**config.mk**
```make
export PLATFORM = sky130hd
export DESIGN_NAME = rsc_resampler_ctrl
export DESIGN_NICKNAME = d
export VERILOG_FILES = /design/src/logic/rsc_pkg.sv /design/src/logic/rsc_coef_mapper.sv /design/src/logic/rsc_output_shaper.sv /design/src/logic/rsc_resampler_ctrl.sv
export SDC_FILE = /design/constraint.sdc
export NUM_CORES = 1
export LEC_CHECK = 0
export ABC_AREA = 1
export BUFFER_PORTS_ARGS = -buffer_cell sky130_fd_sc_hd__buf_2
export CORE_MARGIN = 2
export CORE_UTILIZATION = 40
export DETAILED_ROUTE_END_ITERATION = 8
export GPL_ROUTABILITY_DRIVEN = 0
export PLACE_DENSITY_LB_ADDON = 0.3
export SYNTH_ARGS = -nofsm -noshare
export SYNTH_HDL_FRONTEND = slang
export SYNTH_SLANG_ARGS = --single-unit
```
**constraint.sdc**
```tcl
create_clock -name core_clk -period 16.75 [get_ports core_clk]
set_input_delay 3.35 -clock core_clk [delete_from_list [all_inputs] [get_ports core_clk]]
set_output_delay 3.35 -clock core_clk [all_outputs]
set_load 0.01 [all_outputs]
```
**src/logic/rsc_pkg.sv**
```systemverilog
/*
  Package for the resampler control block: register indices, field positions,
  reset values and the shared width helpers.
  Assumes nothing of its surroundings; the other files that use it refer to it by rsc_pkg::name.
*/
package rsc_pkg;

  // ********************************************************************
  // Register indices on the resampler control page
  // ********************************************************************
  localparam logic [5:0] IDX_OUT_CHAN_CFG = 6'h10;
  localparam logic [5:0] IDX_MULT_CNT_CFG = 6'h11;
  localparam logic [5:0] IDX_FILTER_ASSIGN = 6'h12;
  localparam logic [5:0] IDX_GAIN_ROUND = 6'h13;
  localparam logic [5:0] IDX_CHAN_ROUTING = 6'h14;
  localparam logic [5:0] IDX_CHAN_SUMMING = 6'h15;
  localparam logic [5:0] IDX_CLK_DIVIDER = 6'h16;
  localparam logic [5:0] IDX_RATIO_ASSIGN = 6'h17;
  localparam logic [5:0] IDX_UNUSED_FIRST = 6'h18;
  localparam logic [5:0] IDX_UNUSED_LAST = 6'h1f;
  localparam int NUM_REGS = 8;

  // ********************************************************************
  // Reset values
  // ********************************************************************
  localparam logic [7:0] RST_OUT_CHAN_CFG = 8'h23;
  localparam logic [7:0] RST_MULT_CNT_CFG = 8'h0e;
  localparam logic [7:0] RST_FILTER_ASSIGN = 8'h00;
  localparam logic [7:0] RST_GAIN_ROUND = 8'h34;
  localparam logic [7:0] RST_CHAN_ROUTING = 8'he4;
  localparam logic [7:0] RST_CHAN_SUMMING = 8'h70;
  localparam logic [7:0] RST_CLK_DIVIDER = 8'h00;
  localparam logic [7:0] RST_RATIO_ASSIGN = 8'h00;

  // ********************************************************************
  // Field positions
  // ********************************************************************
  localparam int OCC_CHAN_LSB = 0;
  localparam int OCC_FILT_LSB = 2;
  localparam int OCC_SYNC_LSB = 4;
  localparam int MCC_COUNT_LSB = 0;
  localparam int MCC_ASYM_BIT = 6;
  localparam int GSR_SHIFT_LSB = 0;
  localparam int GSR_ROUND_LSB = 4;
  localparam int GSR_TAG_BIT = 6;

  // ********************************************************************
  // Data widths and rounding codes
  // ********************************************************************
  localparam int OUT_W = 24;
  localparam logic [1:0] ROUND_12 = 2'h0;
  localparam logic [1:0] ROUND_16 = 2'h1;
  localparam logic [1:0] ROUND_20 = 2'h2;
  localparam logic [1:0] ROUND_24 = 2'h3;
  localparam logic [4:0] KEEP_TAGGED_TOP = 5'h16;

  // Number of kept result bits for a rounding code and tag mode.
  function automatic logic [4:0] keep_bits(input logic [1:0] roundCode, input logic tagMode);
    logic [4:0] k;
    k = 5'h0;
    case (roundCode)
      ROUND_12: k = 5'h0c;
      ROUND_16: k = 5'h10;
      ROUND_20: k = 5'h14;
      default: k = tagMode ? KEEP_TAGGED_TOP : 5'h18;
    endcase
    return k;
  endfunction : keep_bits

endpackage : rsc_pkg

```
**src/logic/rsc_coef_mapper.sv**
```systemverilog
/*
  Coefficient address mapper: turns a channel's tap index into a coefficient
  memory address according to the filter count and the channel's filter select.
  Assumes a tap request strobe from the multiply sequencer.
*/
`timescale 1ns/1ns
module rsc_coef_mapper #(
  parameter int ADDR_W = 8
) (
  input wire logic core_clk,
  input wire logic rstSync_n,
  input wire logic tapReq,
  input wire logic [1:0] tapChan,
  input wire logic [ADDR_W-1:0] tapIdx,
  input wire logic [1:0] filterCountCode,
  input wire logic [7:0] filterSelect,
  output logic coefValid,
  output logic [ADDR_W-1:0] coefAddr
);

  logic [1:0] sel;
  logic [ADDR_W-1:0] nxt_addr;

  // ********************************************************************
  // Interleaved partition of the coefficient memory
  // ********************************************************************
  always_comb begin
    sel = filterSelect[2*tapChan +: 2];
    case (filterCountCode)
      2'h0: nxt_addr = tapIdx;
      2'h1: nxt_addr = {tapIdx[ADDR_W-2:0], sel[0]};
      2'h3: nxt_addr = {tapIdx[ADDR_W-3:0], sel};
      default: nxt_addr = tapIdx;
    endcase
  end

  always_ff @(posedge core_clk or negedge rstSync_n) begin
    if (!rstSync_n) begin
      coefValid <= 1'b0;
      coefAddr <= '0;
    end else begin
      coefValid <= tapReq;
      if (tapReq) begin
        coefAddr <= nxt_addr;
      end
    end
  end

endmodule : rsc_coef_mapper

```
**src/logic/rsc_output_shaper.sv**
```systemverilog
/*
  Output shaper: final gain shift, rounding into the top bits of a 24-bit word,
  and optional two-bit tag insertion.
  Assumes a registered result stream with a valid strobe and a channel number.
*/
`timescale 1ns/1ns
module rsc_output_shaper #(
  parameter int IN_W = 32
) (
  input wire logic core_clk,
  input wire logic rstSync_n,
  input wire logic inValid,
  input wire logic [1:0] inChan,
  input wire logic signed [IN_W-1:0] inData,
  input wire logic [3:0] gainShift,
  input wire logic [1:0] roundCode,
  input wire logic tagMode,
  input wire logic [7:0] tagLow,
  output logic outValid,
  output logic [1:0] outChan,
  output logic [rsc_pkg::OUT_W-1:0] outData
);

  localparam int EXT_W = rsc_pkg::OUT_W + 1;

  logic signed [IN_W+15:0] shifted;
  logic [EXT_W-1:0] window;
  logic [EXT_W-1:0] halfLsb;
  logic [EXT_W-1:0] rounded;
  logic [4:0] keep;
  logic [rsc_pkg::OUT_W-1:0] nxt_word;

  // ********************************************************************
  // Shift, round and tag
  // ********************************************************************
  always_comb begin
    shifted = {{16{inData[IN_W-1]}}, inData} <<< gainShift;
    window = shifted[IN_W-1 -: EXT_W];
    keep = rsc_pkg::keep_bits(roundCode, tagMode);
    // Half of the kept LSB sits one place below the round point.
    halfLsb = EXT_W'(1) << (5'(rsc_pkg::OUT_W) - keep);
    rounded = window + halfLsb;
    // Bits below the round point are passed on as they fall, not cleared.
    nxt_word = rounded[EXT_W-1:1];
    if (tagMode) begin
      nxt_word[1:0] = tagLow[2*inChan +: 2];
    end
  end

  always_ff @(posedge core_clk or negedge rstSync_n) begin
    if (!rstSync_n) begin
      outValid <= 1'b0;
      outChan <= 2'h0;
      outData <= '0;
    end else begin
      outValid <= inValid;
      if (inValid) begin
        outChan <= inChan;
        outData <= nxt_word;
      end
    end
  end

endmodule : rsc_output_shaper

```
**src/logic/rsc_resampler_ctrl.sv**
```systemverilog
/*
  Resampler control block: the eight configuration registers of the resampler
  page behind an AHB-Lite slave, the sync-driven clear of the per-channel delay
  accumulators, the coefficient address mapper and the output shaper.
  Assumes a single AHB-Lite master, word transfers only, and sync and datapath
  inputs synchronous to core_clk.
*/
`timescale 1ns/1ns
module rsc_resampler_ctrl #(
  parameter int IN_W = 32,
  parameter int DLY_W = 16,
  parameter int COEF_ADDR_W = 8
) (
  input wire logic core_clk,
  input wire logic rst_n,
  input wire logic hsel,
  input wire logic [31:0] haddr,
  input wire logic [1:0] htrans,
  input wire logic hwrite,
  input wire logic [2:0] hsize,
  input wire logic [31:0] hwdata,
  input wire logic hready,
  output logic hreadyout,
  output logic hresp,
  output logic [31:0] hrdata,
  input wire logic [7:0] syncSources,
  input wire logic [3:0] dlyAdvance,
  input wire logic [DLY_W-1:0] dlyStep,
  output logic [4*DLY_W-1:0] delayAccum,
  output logic syncClear,
  input wire logic tapReq,
  input wire logic [1:0] tapChan,
  input wire logic [COEF_ADDR_W-1:0] tapIdx,
  output logic coefValid,
  output logic [COEF_ADDR_W-1:0] coefAddr,
  input wire logic resValid,
  input wire logic [1:0] resChan,
  input wire logic signed [IN_W-1:0] resData,
  input wire logic [7:0] tagLow,
  output logic outValid,
  output logic [1:0] outChan,
  output logic [rsc_pkg::OUT_W-1:0] outData,
  output logic [1:0] outputChannelCode,
  output logic [1:0] filterCountCode,
  output logic [5:0] multiplyCountCode,
  output logic asymmetricFilterFlag,
  output logic symmetricFilter,
  output logic [7:0] channelRouting,
  output logic [7:0] channelSumming,
  output logic [7:0] resamplerClockDivider,
  output logic [7:0] ratioAssignment
);

  // ********************************************************************
  // Reset release
  // ********************************************************************
  logic rstMeta_ff;
  logic rstSync_n;

  always_ff @(posedge core_clk or negedge rst_n) begin
    if (!rst_n) begin
      rstMeta_ff <= 1'b0;
      rstSync_n <= 1'b0;
    end else begin
      rstMeta_ff <= 1'b1;
      rstSync_n <= rstMeta_ff;
    end
  end

  // ********************************************************************
  // Register storage
  // ********************************************************************
  localparam logic [7:0] RESET_VALUES [rsc_pkg::NUM_REGS] = '{
    rsc_pkg::RST_OUT_CHAN_CFG, rsc_pkg::RST_MULT_CNT_CFG,
    rsc_pkg::RST_FILTER_ASSIGN, rsc_pkg::RST_GAIN_ROUND,
    rsc_pkg::RST_CHAN_ROUTING, rsc_pkg::RST_CHAN_SUMMING,
    rsc_pkg::RST_CLK_DIVIDER, rsc_pkg::RST_RATIO_ASSIGN
  };

  logic [7:0] regFile_ff [rsc_pkg::NUM_REGS];

  // True when a word index falls on one of the eight live registers.
  function automatic logic is_live(input logic [5:0] idx);
    return (idx >= rsc_pkg::IDX_OUT_CHAN_CFG) && (idx <= rsc_pkg::IDX_RATIO_ASSIGN);
  endfunction : is_live

  // Slot within the register file for a live index.
  function automatic logic [2:0] slot_of(input logic [5:0] idx);
    return idx[2:0];
  endfunction : slot_of

  // ********************************************************************
  // AHB-Lite address phase
  // ********************************************************************
  logic addrTaken;
  logic [5:0] addrIdx;
  logic addrInPage;
  logic wrPend_ff;
  logic [5:0] wrIdx_ff;

  always_comb begin
    addrTaken = hsel && hready && htrans[1];
    addrIdx = haddr[7:2];
    addrInPage = (haddr[31:8] == 24'h000000) && (haddr[1:0] == 2'h0);
  end

  always_ff @(posedge core_clk or negedge rstSync_n) begin
    if (!rstSync_n) begin
      wrPend_ff <= 1'b0;
      wrIdx_ff <= 6'h00;
    end else begin
      wrPend_ff <= addrTaken && hwrite && addrInPage && is_live(addrIdx);
      if (addrTaken) begin
        wrIdx_ff <= addrIdx;
      end
    end
  end

  // ********************************************************************
  // AHB-Lite data phase: writes
  // ********************************************************************
  always_ff @(posedge core_clk or negedge rstSync_n) begin
    if (!rstSync_n) begin
      for (int i = 0; i < rsc_pkg::NUM_REGS; i++) begin
        regFile_ff[i] <= RESET_VALUES[i];
      end
    end else if (wrPend_ff) begin
      regFile_ff[slot_of(wrIdx_ff)] <= hwdata[7:0];
    end
  end

  // ********************************************************************
  // AHB-Lite read data
  // ********************************************************************
  logic [7:0] nxt_readByte;

  always_comb begin
    nxt_readByte = 8'h00;
    if (addrInPage && is_live(addrIdx)) begin
      nxt_readByte = regFile_ff[slot_of(addrIdx)];
      // A write still in its data phase to the same word is forwarded.
      if (wrPend_ff && (wrIdx_ff == addrIdx)) begin
        nxt_readByte = hwdata[7:0];
      end
    end
  end

  always_ff @(posedge core_clk or negedge rstSync_n) begin
    if (!rstSync_n) begin
      hrdata <= 32'h00000000;
    end else if (addrTaken && !hwrite) begin
      hrdata <= {24'h000000, nxt_readByte};
    end
  end

  always_comb begin
    hreadyout = 1'b1;
    hresp = 1'b0;
  end

  // ********************************************************************
  // Configuration fields
  // ********************************************************************
  logic [7:0] outChanCfg;
  logic [7:0] multCntCfg;
  logic [7:0] filterAssign;
  logic [7:0] gainRound;
  logic [2:0] resamplerSyncSelect;

  always_comb begin
    outChanCfg = regFile_ff[slot_of(rsc_pkg::IDX_OUT_CHAN_CFG)];
    multCntCfg = regFile_ff[slot_of(rsc_pkg::IDX_MULT_CNT_CFG)];
    filterAssign = regFile_ff[slot_of(rsc_pkg::IDX_FILTER_ASSIGN)];
    gainRound = regFile_ff[slot_of(rsc_pkg::IDX_GAIN_ROUND)];
    outputChannelCode = outChanCfg[rsc_pkg::OCC_CHAN_LSB +: 2];
    filterCountCode = outChanCfg[rsc_pkg::OCC_FILT_LSB +: 2];
    resamplerSyncSelect = outChanCfg[rsc_pkg::OCC_SYNC_LSB +: 3];
    multiplyCountCode = multCntCfg[rsc_pkg::MCC_COUNT_LSB +: 6];
    asymmetricFilterFlag = multCntCfg[rsc_pkg::MCC_ASYM_BIT];
    symmetricFilter = !asymmetricFilterFlag;
    channelRouting = regFile_ff[slot_of(rsc_pkg::IDX_CHAN_ROUTING)];
    channelSumming = regFile_ff[slot_of(rsc_pkg::IDX_CHAN_SUMMING)];
    resamplerClockDivider = regFile_ff[slot_of(rsc_pkg::IDX_CLK_DIVIDER)];
    ratioAssignment = regFile_ff[slot_of(rsc_pkg::IDX_RATIO_ASSIGN)];
  end

  // ********************************************************************
  // Sync-driven clear of the delay accumulators
  // ********************************************************************
  logic [DLY_W-1:0] delayAcc_ff [4];

  always_comb begin
    syncClear = syncSources[resamplerSyncSelect];
    for (int c = 0; c < 4; c++) begin
      delayAccum[c*DLY_W +: DLY_W] = delayAcc_ff[c];
    end
  end

  // The clear reaches all four channels on the same edge and wins over an advance.
  always_ff @(posedge core_clk or negedge rstSync_n) begin
    if (!rstSync_n) begin
      for (int c = 0; c < 4; c++) begin
        delayAcc_ff[c] <= '0;
      end
    end else begin
      for (int c = 0; c < 4; c++) begin
        if (syncClear) begin
          delayAcc_ff[c] <= '0;
        end else if (dlyAdvance[c]) begin
          delayAcc_ff[c] <= delayAcc_ff[c] + dlyStep;
        end
      end
    end
  end

  // ********************************************************************
  // Coefficient addressing
  // ********************************************************************
  rsc_coef_mapper #(
    .ADDR_W(COEF_ADDR_W)
  ) uCoefMapper (
    .core_clk(core_clk),
    .rstSync_n(rstSync_n),
    .tapReq(tapReq),
    .tapChan(tapChan),
    .tapIdx(tapIdx),
    .filterCountCode(filterCountCode),
    .filterSelect(filterAssign),
    .coefValid(coefValid),
    .coefAddr(coefAddr)
  );

  // ********************************************************************
  // Output shaping
  // ********************************************************************
  rsc_output_shaper #(
    .IN_W(IN_W)
  ) uOutputShaper (
    .core_clk(core_clk),
    .rstSync_n(rstSync_n),
    .inValid(resValid),
    .inChan(resChan),
    .inData(resData),
    .gainShift(gainRound[rsc_pkg::GSR_SHIFT_LSB +: 4]),
    .roundCode(gainRound[rsc_pkg::GSR_ROUND_LSB +: 2]),
    .tagMode(gainRound[rsc_pkg::GSR_TAG_BIT]),
    .tagLow(tagLow),
    .outValid(outValid),
    .outChan(outChan),
    .outData(outData)
  );

endmodule : rsc_resampler_ctrl

```
==> run summary <==
cell count after synthesis: 1882
final setup vio count: 0
DRC errors left: 0
drt total wl: 40.8 mm
Nets: 2350
sequential cell area fraction in the yosys report: 34.6%
RSZ-0062 raised after global routing: no
PostCTS Resize Cnt: 0
DP HPWL: 31.0 mm
Root Buffer: clkbuf_16
normalized max-slew margin: 31.8%
Worst-path clk slew: 0.07 ns
Crit. End Element: primary output
GRT overflow: 0
Starting Density: 40.5%
clock network power share: 33.8%
DRT iter0 DRCs: 945
Via Count: 13676
DIE HEIGHT: 185 µm
Crit path required time: 13.40 ns
CTS tree: done
Net Switching: 0.425 mW
commonest non-fill, non-tap cell in the layout: nand2_1
Rows: 66
Mean Syn Cell Area: 6.98 µm²
Final Skew: 0.0220 ns
CP max FO: 36
Max Buffers Root-to-Sink: 2
sequential share of power: 41.2%
GR Util All Layers: 24.0%
I/O Buffers: 280
highest metal used: met4
area delta synth->final: 16.3%
post-place setup slack: 8.49 ns
Routed met3 length: 2.95 mm
Netlist Area Pre-Place: 13100 µm²
hold buffers post-CTS: 0
initial antenna violation count: 4
Hold Vio Cnt, Final: 0
Yosys cell types: 55
vias in the first global route: 12577
max-cap viol count: 0
status: finished clean
Vias per Instance: 5.31
WL/cell: 15.8 µm
register bit total from synthesis: 181
Final Slew Violations: 0
1st-pass router iterations: 6
pin count of the biggest net entering global routing: 78
YS warnings: 0
CTS Sinks: 181
Post-synth ARST share: 100%
WS Path Type: input pin to primary output
Sw Share: 35.4%
Fmax: 0.120 GHz
leakage: 8.06 nW
fin crit share: 49.6%
Tmin final: 8.30 ns
Reg2Reg Setup Slack: 13.02 ns
Layout Cells excl Fill: 2577
I/O pin count: 335
worst vdd ir: 0.0000698 V
Final ANT Viol Nets: 0
most frequent cells in the layout: 531 x nand2_1, 280 x buf_2, 214 x o21ai_0
Main synth FF type: dfrtp_1
first-pass GRT wire length: 65.1 mm
Fillers: 3336
post-CTS setup buffers: 0
Tightest Pin Transition: 1.02 ns
TNS Setup: 0 ns
die area: 34300 µm²
final worst-path setup slack: 8.45 ns
Post-synth EDFFs: 0
Startpoint Class: input pin
PwrDens: 78.7 nW/µm²
placed cells: 2540
Clk Latency, worst-skew pair: 0.47 ns
core area: 32500 µm²
Die Span X: 185 µm
cell-internal power: 0.778 mW
WL met1: 18.4 mm
total CTS buffers: 17
Comb pwr share: 25.0%
met2 routed WL: 18.3 mm
total power: 1.20 mW
Hold WC Path Type: flip-flop to flip-flop
layout cells sized above 1: 17.3%
htree depth: 4
CP Data Arrival Time: 4.95 ns
## cells by family after synthesis
| logic type | Yosys count | synth area share (%) |
|---|---|---|
| and+or+nand+nor | 913 | 29.5 |
| AOI/OAI and AO/OA | 431 | 18.0 |
| buffers and inverters | 249 | 8.38 |
| DFF | 181 | 34.6 |
| adders and majority gates | 77 | 7.56 |
| xor gates and xnor gates | 26 | 1.73 |
| muxes | 3 | 0.229 |
| other | 2 | 0.0572 |
## state kept, by name, indices dropped and copies added (netlist names), 2 cells and up
| name | flops |
|---|---|
| channelRouting | 8 |
| channelSumming | 8 |
| delayAccum | 64 |
| filterAssign | 8 |
| gainRound | 8 |
| hrdata | 8 |
| multCntCfg | 8 |
| outChanCfg | 8 |
| ratioAssignment | 8 |
| resamplerClockDivider | 8 |
| uCoefMapper.coefAddr | 8 |
| uOutputShaper.outChan | 2 |
| uOutputShaper.outData | 24 |
| wrIdx_ff | 6 |
## stage by stage
stage / cell area, µm² / hold WS [ns] / utilization, %
2_1_floorplan: 13200 / 0.331 / -
3_3_place_gp: 14700 / 0.332 / 45.3
3_5_place_dp: 14700 / 0.336 / 45.3
4_1_cts: 15300 / 0.351 / 47.1
5_1_grt: 15300 / 0.360 / 47.1
6_report: 15300 / 0.349 / 47.1
## metal layers
layer  vias up  GRT usage, %
met5         -             0
met2       506          37.3
met4         0          9.40
met3        63          4.99
met1      6329          32.6
li1       6778             -
## critical path, cell delays in order
cell and delay, ns:
buf_2 0.08, nor2_1 0.03, o32ai_1 0.46, inv_1 0.11, o21a_1 0.18, buf_4 0.27, inv_2 0.28, buf_2 0.19
## power groups by stage
stage	combinational, mW	sequential [mW]	clock (mW)
global route	0.342	0.500	0.431
global placement	0.291	0.502	0
detailed placement	0.298	0.503	0
CTS	0.300	0.496	0.415
finish	0.301	0.495	0.406
floorplan	0.185	0.516	0
## worst paths after layout
kind	from	cells after the start	to
setup / recovery	syncSources[4]	8	syncClear
hold / removal	rstMeta_ff	0	rstSync_n
setup reg to reg	gainRound[1]	15	uOutputShaper.outData[17]
hold reg to reg	rstMeta_ff	0	rstSync_n
max in group asynchronous	rst_n	1	rstSync_n
min in group asynchronous	rstSync_n	0	delayAccum[20]
## final cells by class
cell class                 instances  area, µm²  area share (%)
multi-input combinational       1481       7600            49.7
sequential                       181       4550            29.8
timing repair buffer             285       1440            9.41
inverter                         151        567            3.71
tap                              442        553            3.62
clock buffer                      18        429            2.81
clock inverter                    14        133           0.868
antenna                            5       12.5          0.0819
## synth_stat cells (4+ instances only)
master	instances	area, µm²
buf_2	16	80.1
nand2_1	531	1990
inv_1	139	522
o211ai_1	9	67.6
o22ai_1	8	50.1
clkbuf_1	34	128
fa_1	4	80.1
nand4_1	10	62.6
nor2_1	121	454
o21bai_1	4	30.0
dfrtp_1	165	4130
nand3_2	9	90.1
xor2_1	22	193
a31oi_1	11	68.8
buf_4	37	278
nor2_2	7	43.8
nor3_1	5	25.0
a21o_1	4	30.0
nand3b_1	6	45.0
a21oi_1	132	661
dfstp_2	16	420
xnor2_1	4	35.0
buf_1	10	37.5
o31ai_1	6	45.0
o21ai_1	10	50.1
inv_2	8	30.0
a221oi_1	8	70.1
o21ai_0	214	1070
nor4_1	8	50.1
ha_1	73	913
clkinv_1	4	15.0
nand3_1	202	1010
or2_2	5	31.3
(Power assumes the default switching activity.)
